--- config.mk ---
export PLATFORM = sky130hd
export DESIGN_NAME = amx_mux_control
export DESIGN_NICKNAME = d
export VERILOG_FILES = /design/src/core/amx_pkg.sv /design/src/core/amx_mux_control.sv /design/src/core/amx_switch_decode.sv
export SDC_FILE = /design/constraint.sdc
export NUM_CORES = 1
export LEC_CHECK = 0
export BUFFER_PORTS_ARGS = -buffer_cell sky130_fd_sc_hd__buf_2
export CELL_PAD_IN_SITES_DETAIL_PLACEMENT = 0
export CELL_PAD_IN_SITES_GLOBAL_PLACEMENT = 1
export CORE_ASPECT_RATIO = 1.2
export CORE_UTILIZATION = 34
export DETAILED_ROUTE_END_ITERATION = 8
export GPL_TIMING_DRIVEN = 0
export PLACE_DENSITY_LB_ADDON = 0.1
export SLEW_MARGIN = 20
export SYNTH_ARGS = -nofsm -noshare
export SYNTH_HDL_FRONTEND = slang
export SYNTH_SLANG_ARGS = --single-unit
--- constraint.sdc ---
create_clock -name aclk -period 2.15 [get_ports aclk]
set_input_delay 0.645 -clock aclk [delete_from_list [all_inputs] [get_ports aclk]]
set_output_delay 0.645 -clock aclk [all_outputs]
set_load 0.02 [all_outputs]
--- src/core/amx_pkg.sv ---
// Package of register map, field layout and carrier types for the mux control
package amx_pkg;

   // Register byte offsets (control words of this block)
   localparam logic [7:0] CTRL_OFFSET  = 8'h00;  // analog_mux_control_one
   localparam logic [7:0] MODE_OFFSET  = 8'h04;  // reference, swap, hold bits
   localparam logic [7:0] FLAG_OFFSET  = 8'h08;  // comparator flag / clear

   // Field positions in the mode register
   localparam int MODE_HOLD_BIT   = 0;  // sample-track select
   localparam int MODE_DIV_BIT    = 1;  // divide_track_select
   localparam int MODE_SWAP_BIT   = 2;  // comparator_swap
   localparam int MODE_SUPPLY_BIT = 3;  // supply reference select
   localparam int MODE_BIAS_BIT   = 4;  // bias_ref_select

   // Field positions in the flag register
   localparam int FLAG_STATE_BIT = 0;  // comparator_flag, read only
   localparam int FLAG_CLEAR_BIT = 1;  // comparator_flag_clear, write one

   // Reset values
   localparam logic [7:0] CTRL_RESET = 8'h00;
   localparam logic [4:0] MODE_RESET = 5'h01;

   // AXI response codes
   localparam logic [1:0] RESP_OKAY   = 2'h0;
   localparam logic [1:0] RESP_SLVERR = 2'h2;

   // Comparator input source selection
   typedef enum logic [1:0] {
      AMX_SRC_HOLD   = 2'b00,  // Sample capacitor only on negative input
      AMX_SRC_DIV    = 2'b01,  // Halved bus to capacitor and input
      AMX_SRC_DIRECT = 2'b10,  // Bus direct to capacitor and input
      AMX_SRC_BAD    = 2'b11   // Illegal combination
   } amx_src_t;

   // Switch controls handed to the analog side
   typedef struct packed {
      logic [7:0] pin_close;      // Per-pin switch onto channel bus
      logic       supply_close;   // Supply onto channel bus
      logic       bias_close;     // Bias onto channel bus
      logic       ground_close;   // Ground onto channel bus
      logic       cap_to_bus;     // Sample cap joined to bus path
      logic       bus_to_neg;     // Bus path drives comparator negative input
      logic       halve_bus;      // Route bus through divider
      logic       swap_nodes;     // Exchange internal comparator nodes
   } amx_switch_t;

endpackage : amx_pkg

--- src/core/amx_mux_control.sv ---
// Top of the comparator input mux control with its AXI4-Lite registers
`timescale 1ns/1ps
`default_nettype none

module amx_mux_control (
   // Clock and reset
   input  wire logic               aclk,
   input  wire logic               aresetn,
   // AXI4-Lite write address
   input  wire logic [7:0]         s_axi_awaddr,
   input  wire logic               s_axi_awvalid,
   output logic                    s_axi_awready,
   // AXI4-Lite write data
   input  wire logic [31:0]        s_axi_wdata,
   input  wire logic [3:0]         s_axi_wstrb,
   input  wire logic               s_axi_wvalid,
   output logic                    s_axi_wready,
   // AXI4-Lite write response
   output logic [1:0]              s_axi_bresp,
   output logic                    s_axi_bvalid,
   input  wire logic               s_axi_bready,
   // AXI4-Lite read address
   input  wire logic [7:0]         s_axi_araddr,
   input  wire logic               s_axi_arvalid,
   output logic                    s_axi_arready,
   // AXI4-Lite read data
   output logic [31:0]             s_axi_rdata,
   output logic [1:0]              s_axi_rresp,
   output logic                    s_axi_rvalid,
   input  wire logic               s_axi_rready,
   // Comparator raw output from analog side
   input  wire logic               comparator_raw,
   // Switch enables to analog side
   output var amx_pkg::amx_switch_t switches,
   // Comparator result after phase correction
   output logic                    comparator_out
);

   // Register contents
   logic [7:0] channel_pin_selects;  // analog_mux_control_one
   logic       sample_track_select;  // Hold bit
   logic       divide_track_select;  // Divide bit
   logic       comparator_swap;      // Internal inversion
   logic       supply_ref_select;    // Supply onto bus
   logic       bias_ref_select;      // Bias onto bus
   logic       comparator_flag;      // Sticky rising result flag

   // Write channel capture
   logic       aw_held;              // Address taken, waiting data
   logic       w_held;               // Data taken, waiting address
   logic [7:0] aw_addr;              // Captured write address
   logic [31:0] w_data;              // Captured write data
   logic [3:0] w_strb;               // Captured byte enables
   logic       wr_go;                // Both halves present this cycle
   logic [7:0] wr_addr;              // Effective write address
   logic [31:0] wr_data;             // Effective write data
   logic [3:0] wr_strb;              // Effective byte enables
   logic       wr_hit;               // Write address is mapped
   logic       clear_pulse;          // Flag clear requested this cycle

   // Comparator path with three-stage synchroniser
   logic [2:0] cmp_sync;             // Raw output sampling chain
   logic       cmp_state;            // Filtered, phase-corrected level
   logic       cmp_prev;             // Previous filtered level

   // Read side
   logic [31:0] next_rdata;          // Data for the addressed register
   logic        rd_hit;              // Read address is mapped

   // Channels accept only when no response is pending
   assign s_axi_awready = ~aw_held & ~s_axi_bvalid;
   assign s_axi_wready  = ~w_held & ~s_axi_bvalid;
   assign s_axi_arready = ~s_axi_rvalid;

   // Merge held and live halves of a write
   always_comb begin
      wr_addr = aw_held ? aw_addr : s_axi_awaddr;
      wr_data = w_held ? w_data : s_axi_wdata;
      wr_strb = w_held ? w_strb : s_axi_wstrb;
      wr_go   = (aw_held | (s_axi_awvalid & s_axi_awready))
                & (w_held | (s_axi_wvalid & s_axi_wready));
      wr_hit  = (wr_addr == amx_pkg::CTRL_OFFSET)
                | (wr_addr == amx_pkg::MODE_OFFSET)
                | (wr_addr == amx_pkg::FLAG_OFFSET);
      clear_pulse = wr_go & (wr_addr == amx_pkg::FLAG_OFFSET)
                    & wr_strb[0]
                    & wr_data[amx_pkg::FLAG_CLEAR_BIT];
   end

   // Hold whichever write half arrives first
   always_ff @(posedge aclk) begin
      if (!aresetn) begin
         aw_held <= 1'b0;
         w_held  <= 1'b0;
         aw_addr <= 8'h00;
         w_data  <= 32'h0000_0000;
         w_strb  <= 4'h0;
      end else if (wr_go) begin
         aw_held <= 1'b0;
         w_held  <= 1'b0;
      end else begin
         if (s_axi_awvalid & s_axi_awready) begin
            aw_held <= 1'b1;
            aw_addr <= s_axi_awaddr;
         end
         if (s_axi_wvalid & s_axi_wready) begin
            w_held <= 1'b1;
            w_data <= s_axi_wdata;
            w_strb <= s_axi_wstrb;
         end
      end
   end

   // Write response, unmapped addresses answer SLVERR
   always_ff @(posedge aclk) begin
      if (!aresetn) begin
         s_axi_bvalid <= 1'b0;
         s_axi_bresp  <= amx_pkg::RESP_OKAY;
      end else if (wr_go) begin
         s_axi_bvalid <= 1'b1;
         s_axi_bresp  <= wr_hit ? amx_pkg::RESP_OKAY
                                : amx_pkg::RESP_SLVERR;
      end else if (s_axi_bready) begin
         s_axi_bvalid <= 1'b0;
      end
   end

   // Channel select register; hold bits live apart so software can
   // freeze the sample before touching the channels
   always_ff @(posedge aclk) begin
      if (!aresetn) begin
         channel_pin_selects <= amx_pkg::CTRL_RESET;
      end else if (wr_go && wr_addr == amx_pkg::CTRL_OFFSET
                   && wr_strb[0]) begin
         channel_pin_selects <= wr_data[7:0];
      end
   end

   // Mode register: hold, divide, swap and reference selects
   always_ff @(posedge aclk) begin
      if (!aresetn) begin
         sample_track_select <= amx_pkg::MODE_RESET[amx_pkg::MODE_HOLD_BIT];
         divide_track_select <= amx_pkg::MODE_RESET[amx_pkg::MODE_DIV_BIT];
         comparator_swap     <= amx_pkg::MODE_RESET[amx_pkg::MODE_SWAP_BIT];
         supply_ref_select   <=
            amx_pkg::MODE_RESET[amx_pkg::MODE_SUPPLY_BIT];
         bias_ref_select     <= amx_pkg::MODE_RESET[amx_pkg::MODE_BIAS_BIT];
      end else if (wr_go && wr_addr == amx_pkg::MODE_OFFSET
                   && wr_strb[0]) begin
         // Stored as written; an illegal pair is decoded safely
         sample_track_select <= wr_data[amx_pkg::MODE_HOLD_BIT];
         divide_track_select <= wr_data[amx_pkg::MODE_DIV_BIT];
         comparator_swap     <= wr_data[amx_pkg::MODE_SWAP_BIT];
         supply_ref_select   <= wr_data[amx_pkg::MODE_SUPPLY_BIT];
         bias_ref_select     <= wr_data[amx_pkg::MODE_BIAS_BIT];
      end
   end

   // Comparator raw output enters through three flip-flops
   always_ff @(posedge aclk) begin
      if (!aresetn) begin
         cmp_sync <= 3'b000;
      end else begin
         cmp_sync <= {cmp_sync[1:0], comparator_raw};
      end
   end

   // Accept a change once stages two and three agree; undo the
   // internal inversion so the result keeps its phase
   always_ff @(posedge aclk) begin
      if (!aresetn) begin
         cmp_state <= 1'b0;
         cmp_prev  <= 1'b0;
      end else begin
         if (cmp_sync[1] == cmp_sync[2]) begin
            cmp_state <= cmp_sync[2] ^ comparator_swap;
         end
         cmp_prev <= cmp_state;
      end
   end

   // Sticky flag on a rising result; a swap can also raise it, which
   // is why software clears it after changing the swap bit
   always_ff @(posedge aclk) begin
      if (!aresetn) begin
         comparator_flag <= 1'b0;
      end else if (cmp_state & ~cmp_prev) begin
         comparator_flag <= 1'b1;  // Set wins over a same-cycle clear
      end else if (clear_pulse) begin
         comparator_flag <= 1'b0;
      end
   end

   // Read data selection
   always_comb begin
      next_rdata = 32'h0000_0000;
      rd_hit     = 1'b1;
      unique case (s_axi_araddr)
         amx_pkg::CTRL_OFFSET: next_rdata[7:0] = channel_pin_selects;
         amx_pkg::MODE_OFFSET: begin
            next_rdata[amx_pkg::MODE_HOLD_BIT]   = sample_track_select;
            next_rdata[amx_pkg::MODE_DIV_BIT]    = divide_track_select;
            next_rdata[amx_pkg::MODE_SWAP_BIT]   = comparator_swap;
            next_rdata[amx_pkg::MODE_SUPPLY_BIT] = supply_ref_select;
            next_rdata[amx_pkg::MODE_BIAS_BIT]   = bias_ref_select;
         end
         amx_pkg::FLAG_OFFSET: begin
            // Clear bit always reads zero
            next_rdata[amx_pkg::FLAG_STATE_BIT] = comparator_flag;
         end
         default: rd_hit = 1'b0;
      endcase
   end

   // Read response registered one cycle after the address
   always_ff @(posedge aclk) begin
      if (!aresetn) begin
         s_axi_rvalid <= 1'b0;
         s_axi_rdata  <= 32'h0000_0000;
         s_axi_rresp  <= amx_pkg::RESP_OKAY;
      end else if (s_axi_arvalid & s_axi_arready) begin
         s_axi_rvalid <= 1'b1;
         s_axi_rdata  <= next_rdata;
         s_axi_rresp  <= rd_hit ? amx_pkg::RESP_OKAY
                                : amx_pkg::RESP_SLVERR;
      end else if (s_axi_rready) begin
         s_axi_rvalid <= 1'b0;
      end
   end

   // Result output follows the filtered level
   assign comparator_out = cmp_state;

   // Analog switch decoding
   amx_switch_decode u_decode (
      .channel_pin_selects (channel_pin_selects),
      .supply_ref_select   (supply_ref_select),
      .bias_ref_select     (bias_ref_select),
      .sample_track_select (sample_track_select),
      .divide_track_select (divide_track_select),
      .comparator_swap     (comparator_swap),
      .switches            (switches)
   );

endmodule : amx_mux_control

`default_nettype wire

--- src/core/amx_switch_decode.sv ---
// Switch decoder turning control bits into analog switch enables
`timescale 1ns/1ps
`default_nettype none

module amx_switch_decode (
   // Control bits
   input  wire logic [7:0]         channel_pin_selects,
   input  wire logic               supply_ref_select,
   input  wire logic               bias_ref_select,
   input  wire logic               sample_track_select,
   input  wire logic               divide_track_select,
   input  wire logic               comparator_swap,
   // Switch enables
   output var amx_pkg::amx_switch_t switches
);

   logic            any_pin;  // Some channel pin selected
   amx_pkg::amx_src_t src;    // Decoded comparator source

   // Decode the source selection and bus connections
   always_comb begin
      any_pin = |channel_pin_selects;
      src = amx_pkg::amx_src_t'({sample_track_select, divide_track_select});
      switches.pin_close    = channel_pin_selects;
      // Supply only when no pin and no bias
      switches.supply_close = supply_ref_select & ~any_pin
                              & ~bias_ref_select;
      // Bias only when no pin and no supply
      switches.bias_close   = bias_ref_select & ~any_pin
                              & ~supply_ref_select;
      // Ground only when nothing else asked for
      switches.ground_close = ~any_pin & ~supply_ref_select
                              & ~bias_ref_select;
      switches.swap_nodes   = comparator_swap;
      unique case (src)
         amx_pkg::AMX_SRC_HOLD: begin
            // Cap isolated from bus, sits on negative input only
            switches.cap_to_bus = 1'b0;
            switches.bus_to_neg = 1'b0;
            switches.halve_bus  = 1'b0;
         end
         amx_pkg::AMX_SRC_DIV: begin
            switches.cap_to_bus = 1'b1;
            switches.bus_to_neg = 1'b1;
            switches.halve_bus  = 1'b1;
         end
         amx_pkg::AMX_SRC_DIRECT: begin
            switches.cap_to_bus = 1'b1;
            switches.bus_to_neg = 1'b1;
            switches.halve_bus  = 1'b0;
         end
         default: begin
            // Illegal pair: fall back to hold so nothing is disturbed
            switches.cap_to_bus = 1'b0;
            switches.bus_to_neg = 1'b0;
            switches.halve_bus  = 1'b0;
         end
      endcase
   end

endmodule : amx_switch_decode

`default_nettype wire

Word level (Yosys, flattened, before mapping)
Cells that the tools add are included.
{"block": "totals", "register_bits": 52, "in_bits": 60, "output_inout_bits": 57}
{"block": "op_classes", "n_eq_ne": 7, "bitwise_logic": 31, "mux": 16, "n_reduce_logical": 14}
{"operator": "$and 1x1->1", "count": 16}
{"operator": "$eq 8x3->1 const B", "count": 2}
{"operator": "$eq 8x4->1 const B", "count": 2}
{"operator": "$logic_not 8->1", "count": 2}
{"operator": "$mux 8", "count": 2}
{"operator": "$not 1->1", "count": 10}
{"operator": "$mux 1", "count": 8}
{"operator": "$pmux 4 s2", "count": 1}
{"operator": "$reduce_or 8->1", "count": 1}
{"operator": "$pmux 3 s2", "count": 1}
{"operator": "$reduce_bool 2->1", "count": 3}
{"operator": "$logic_and 1x1->1", "count": 4}
{"operator": "$mux 2", "count": 2}
{"operator": "$or 1x1->1", "count": 4}
{"operator": "$reduce_and 2->1", "count": 2}
{"operator": "$mux 3", "count": 1}
{"operator": "$pmux 1 s3", "count": 1}
{"operator": "$reduce_or 3->1", "count": 1}
{"operator": "$eq 2x1->1 const B", "count": 1}
{"operator": "$eq 2x2->1 const B", "count": 1}
{"operator": "$reduce_or 2->1", "count": 1}
{"operator": "$eq 1x1->1", "count": 1}
{"operator": "$xor 1x1->1", "count": 1}

Depth between registers and ports, before layout
{"block": "logic_depth", "ltp_word": 10, "mapped_depth": 6, "ltp_nobuf": 4}

Modules after synthesis
A second synthesis with hierarchy kept.
{"block": "unflattened", "hier_cells": 279, "hier_area_um2": 2625.0}
{"module": "amx_mux_control", "cells_each": 260, "seq_area_each_um2": 1001.0, "n_inst": 1, "area_each_um2": 2479.9}
{"module": "amx_switch_decode", "cells_each": 19, "seq_area_each_um2": 0.0, "n_inst": 1, "area_each_um2": 145.1}

Worst setup path before layout
OpenSTA, ideal clock, no wires.
{"block": "synth_timing", "path_kind": "register to output", "from": "register channel_pin_selects[0]", "to": "output port switches[6] in the netlist's numbering", "arrival_time_ns": 1.313, "stages_incl_launch_ff": 4, "setup_slack_ns": 0.192, "cell_sequence": "dfxtp_1 nor4_1 nand2_1 nor3b_1"}
{"item": "start, declared", "line": "amx_mux_control.sv:40", "text": "logic [7:0] channel_pin_selects;"}
{"item": "start signal, assigned", "line": "amx_mux_control.sv:132", "text": "channel_pin_selects <= amx_pkg::CTRL_RESET;"}
{"item": "start signal, assigned", "line": "amx_mux_control.sv:135", "text": "channel_pin_selects <= wr_data[7:0];"}
{"item": "end, declared", "line": "amx_mux_control.sv:34", "text": "output var amx_pkg::amx_switch_t switches,"}

==> results by group <==
Run status
  – Outcome: finished, final reports clean

CTS
  – CTS clock-pin slew for the worst setup and hold paths: 90 ps
  – H-Tree Depth: 2
  – Clk sinks: 50
  – Clk_lat worst skew: 300 ps
  – Clock root cell: clkbuf_8
  – CTS tree: done
  – Clk buf depth: 2
  – Post-CTS Setup Bufs: 0
  – # hold bufs at CTS: 0
  – Num CTS Buffers: 5

Die
  – Row cnt: 34
  – I/O pin total: 117
  – Die area: 0.00800 mm^2
  – Chip width: slightly above 80 um
  – Starting Density: 35.5%
  – Die Y-Extent: about 100 um
  – Core ar.: roughly 0.0073 mm^2

Finish
  – Post-route cell area: approximately 0.0033 mm^2
  – Final cell count without fillers: about 450
  – Final Core Density: about 45%
  – Final #Nets: around 420
  – Fraction of layout cells with a size suffix above 1: approximately two fifths
  – P&R area growth vs syn: 25.6%
  – Diodes inserted: 0
  – FILL cells: roughly 770

Power
  – Internal power: around 0.0014 W
  – Worst vdd ir: around 0.27 mV
  – NetSw: a little under 0.0006 W
  – Lkg Pwr: 1.57 nW
  – Logic gate share of total power: 21.6%
  – Clock share of power: 28.9%
  – Register share of total power: between 40% and 50%
  – Net switching fraction of the power: between 20 and 30%
  – Power Density: around 610 mW/mm^2

STA
  – Final Cycle Share: a little under 100%
  – RSZ-0062 raised after global routing: no
  – Final min period: between 2000 and 2500 ps
  – Setup violations, final: 0
  – Normalized max-slew margin: between 60 and 70%
  – Slew Viols, Final: 0
  – Worst-Margin Slew: roughly 550 ps
  – Final hold vios: 0
  – Fmax: ~0.48 GHz
  – Clock skew: 10.8 ps
  – Final WS setup: about 63 ps

Worst setup path
  – Critical Path Max Stage Delay: between 300 and 400 ps
  – Worst EP arrival: approximately 1400 ps
  – Crit-path slowest cell: dfxtp_4
  – Setup CP Type: register to primary output
  – Critical path endpoint category: primary output
  – Worst-path maximum fanout: 4
  – Flop2flop setup slack: 310 ps
  – CP cell instances: nor4_4 > nand2_2 > nor3_1 > buf_2
  – CP Launch Type: register
  – Worst EP required: ~1500 ps

Placed design
  – PortBufs: 62
  – Cell Count Post-Placement: approximately 440
  – Place WS: -23.6 ps
  – Placer Congestion: 0.707
  – DPL Wire Length: about 4700 um
  – Post-DP Area: a little over 0.003 mm^2

Logic synthesis
  – Yosys warns: 0
  – Seq/Total Area, Yosys: 38.5%
  – Number of flops mapped to enable cells by yosys: 0
  – Post-synthesis adder-cell area fraction: less than 1%
  – Synth Area in Simple Gates: between 15 and 20%
  – Async S/R FF share, synth: 0%
  – Post-synth top flop: dfxtp_1
  – Leading cell types by total area after synthesis: dfxtp_1 38%, mux2i_1 10%, buf_4 8.4%
  – Top cell type's share of synthesized area: ~38%
  – Seq cells post-synth: 50
  – Post-synth top area cell: dfxtp_1
  – XOR/XNOR Fraction of Synth Area: 0%
  – Post-synthesis mux area share: between 10% and 20%
  – Gate Count Post-Synth: ~260
  – Synthesized area: around 0.0026 mm^2
  – Avg Inst Size Synth: just under 10 um^2
  – Largest family of logic cells by synthesized area: simple AND/OR/NAND/NOR gates
  – Compound-Gate Fraction of Synth Area: 15.9%
  – Synth cell types: 48

Detailed routing
  – WL/cell: ~14 um
  – DRC: 0
  – TritonRoute pass-1 iters: 4
  – DRT iter0 DRCs: between 80 and 90
  – Drt via density: 4.68
  – ANT nets after route: 0
  – Final WL: just over 6000 um
  – Vias: between 2000 and 2500

Run
  – Max-capacitance violation count: 0

Global route
  – Largest net degree at the start of global routing: 15
  – Number of global-route vias before repair: around 1900
  – Total congestion overflow: 0
  – Global-route wire length before repair: around 9600 um
  – Total GRT Usage: roughly 16%
  – Initial antenna violation count: 0

Worst hold path
  – HP Class: register to register
[state kept, by name, summed over array words and instances (netlist names)]
register and count:
comparator_flag 1, s_axi_rresp 1, aw_addr 8, s_axi_bresp 1
comparator_out 1, cmp_prev 1, cmp_sync 3, w_held 1
w_data 8, s_axi_rdata 8, bias_ref_select 1, comparator_swap 1
sample_track_select 1, channel_pin_selects 8, s_axi_bvalid 1, w_strb 1
supply_ref_select 1, divide_track_select 1, s_axi_rvalid 1, aw_held 1
[metal layers]
| metal | share of wire (%) | GRT usage, % | wire, um | vias to the layer above |
|---|---|---|---|---|
| li1 | - | - | - | 1080 |
| met1 | 47 | 20.6 | 2870 | 962 |
| met2 | 48 | 26.4 | 2940 | 53 |
| met3 | 4.5 | 2.99 | 274 | 5 |
| met4 | 0.98 | 4.05 | 60 | 0 |
| met5 | 0 | 0 | 0 | - |
[critical path: cells and delay by family (launching register included)]
family / cells / cell delay (ps)
buffers and inverters: 1 / 200
flip-flops: 1 / 380
AND/OR/NAND/NOR: 3 / 570
[cells by family (layout without fill, tap and decap cells)]
group / Yosys count / after routing
AND/OR/NAND/NOR: 79 / 79
buffers and inverters: 51 / 121
flip-flops: 50 / 50
AO/OA/AOI/OAI: 46 / 46
multiplexers: 36 / 36
adder cells (fa/ha/maj): 1 / 1
other: 1 / 26
[metrics by stage]
step	power, W	hold WS (ps)	TNS [ps]
after global routing	0.00208	474	0
after CTS	0.00200	459	0
final	0.00199	453	0
after global placement	0.00143	425	-151
after detailed placement	0.00144	427	-178
after floorplan	0.00133	412	0
[timing repair]
action / 4_1_cts / 5_1_grt
setup endpoints to repair: 1 / 2
pin swaps: 0 / 5
gates resized for setup: 2 / 13
[final timing paths]
check                               from              end  cells past startpoint
hold reg to reg              cmp_sync[0]      cmp_sync[1]                      1
setup / recovery  channel_pin_selects[3]      switches[4]                      4
setup reg to reg                 aw_held  comparator_flag                      6
hold / removal               cmp_sync[0]      cmp_sync[1]                      1
[cells in the mapped netlist (4+ instances only)]
cell,instances
a22oi_1,7
clkbuf_1,4
and2_1,7
mux2_2,4
a211oi_2,8
mux2_4,5
dfxtp_1,50
a21oi_1,9
nor2_1,33
buf_4,29
mux2i_1,27
nand2_1,10
buf_6,6
a41oi_1,8
inv_1,8
[cell usage in the layout, fill, tap and decap left out, types with 2 or more instances in the layout]
cell	netlist	layout
clkbuf_1	4	5
nor3b_2	0	2
a22oi_1	7	7
nand2b_1	3	3
or3_1	2	2
nand3_1	3	3
conb_1	1	26
nor2_1	33	33
nor4_4	0	2
a21oi_1	9	9
buf_4	29	31
and2_1	7	7
dfxtp_4	0	2
nand3b_1	3	3
inv_1	8	8
a41oi_1	8	8
mux2i_1	27	27
mux2_2	4	4
dfxtp_1	50	46
buf_6	6	6
clkbuf_8	1	7
buf_2	2	62
mux2_4	5	5
nand2_1	10	9
nor3_1	3	3
o21ai_0	3	3
dfxtp_2	0	2
a211oi_2	8	8
or3b_2	2	2
[power by group through the flow]
stage	combinational [W]	clock (W)	sequential [W]
after global placement	0.000428	0	0.00101
after global routing	0.000469	0.000620	0.000988
final	0.000430	0.000574	0.000983
after floorplan	0.000313	0	0.00101
after CTS	0.000432	0.000587	0.000986
after detailed placement	0.000431	0	0.00101
[final cells by class]
| class | instances | area, um^2 | area share, % |
|---|---|---|---|
| repair buffers | 62 | 315 | 9.66 |
| clock inverters | 1 | 5.00 | 0.153 |
| clock buffers | 7 | 86.3 | 2.64 |
| inverters | 9 | 33.8 | 1.03 |
| multi-input cells | 188 | 1380 | 42.2 |
| plain buffers | 42 | 324 | 9.92 |
| well taps | 90 | 113 | 3.45 |
| flip-flops and latches | 50 | 1010 | 31.0 |
(Power assumes the default switching activity.)
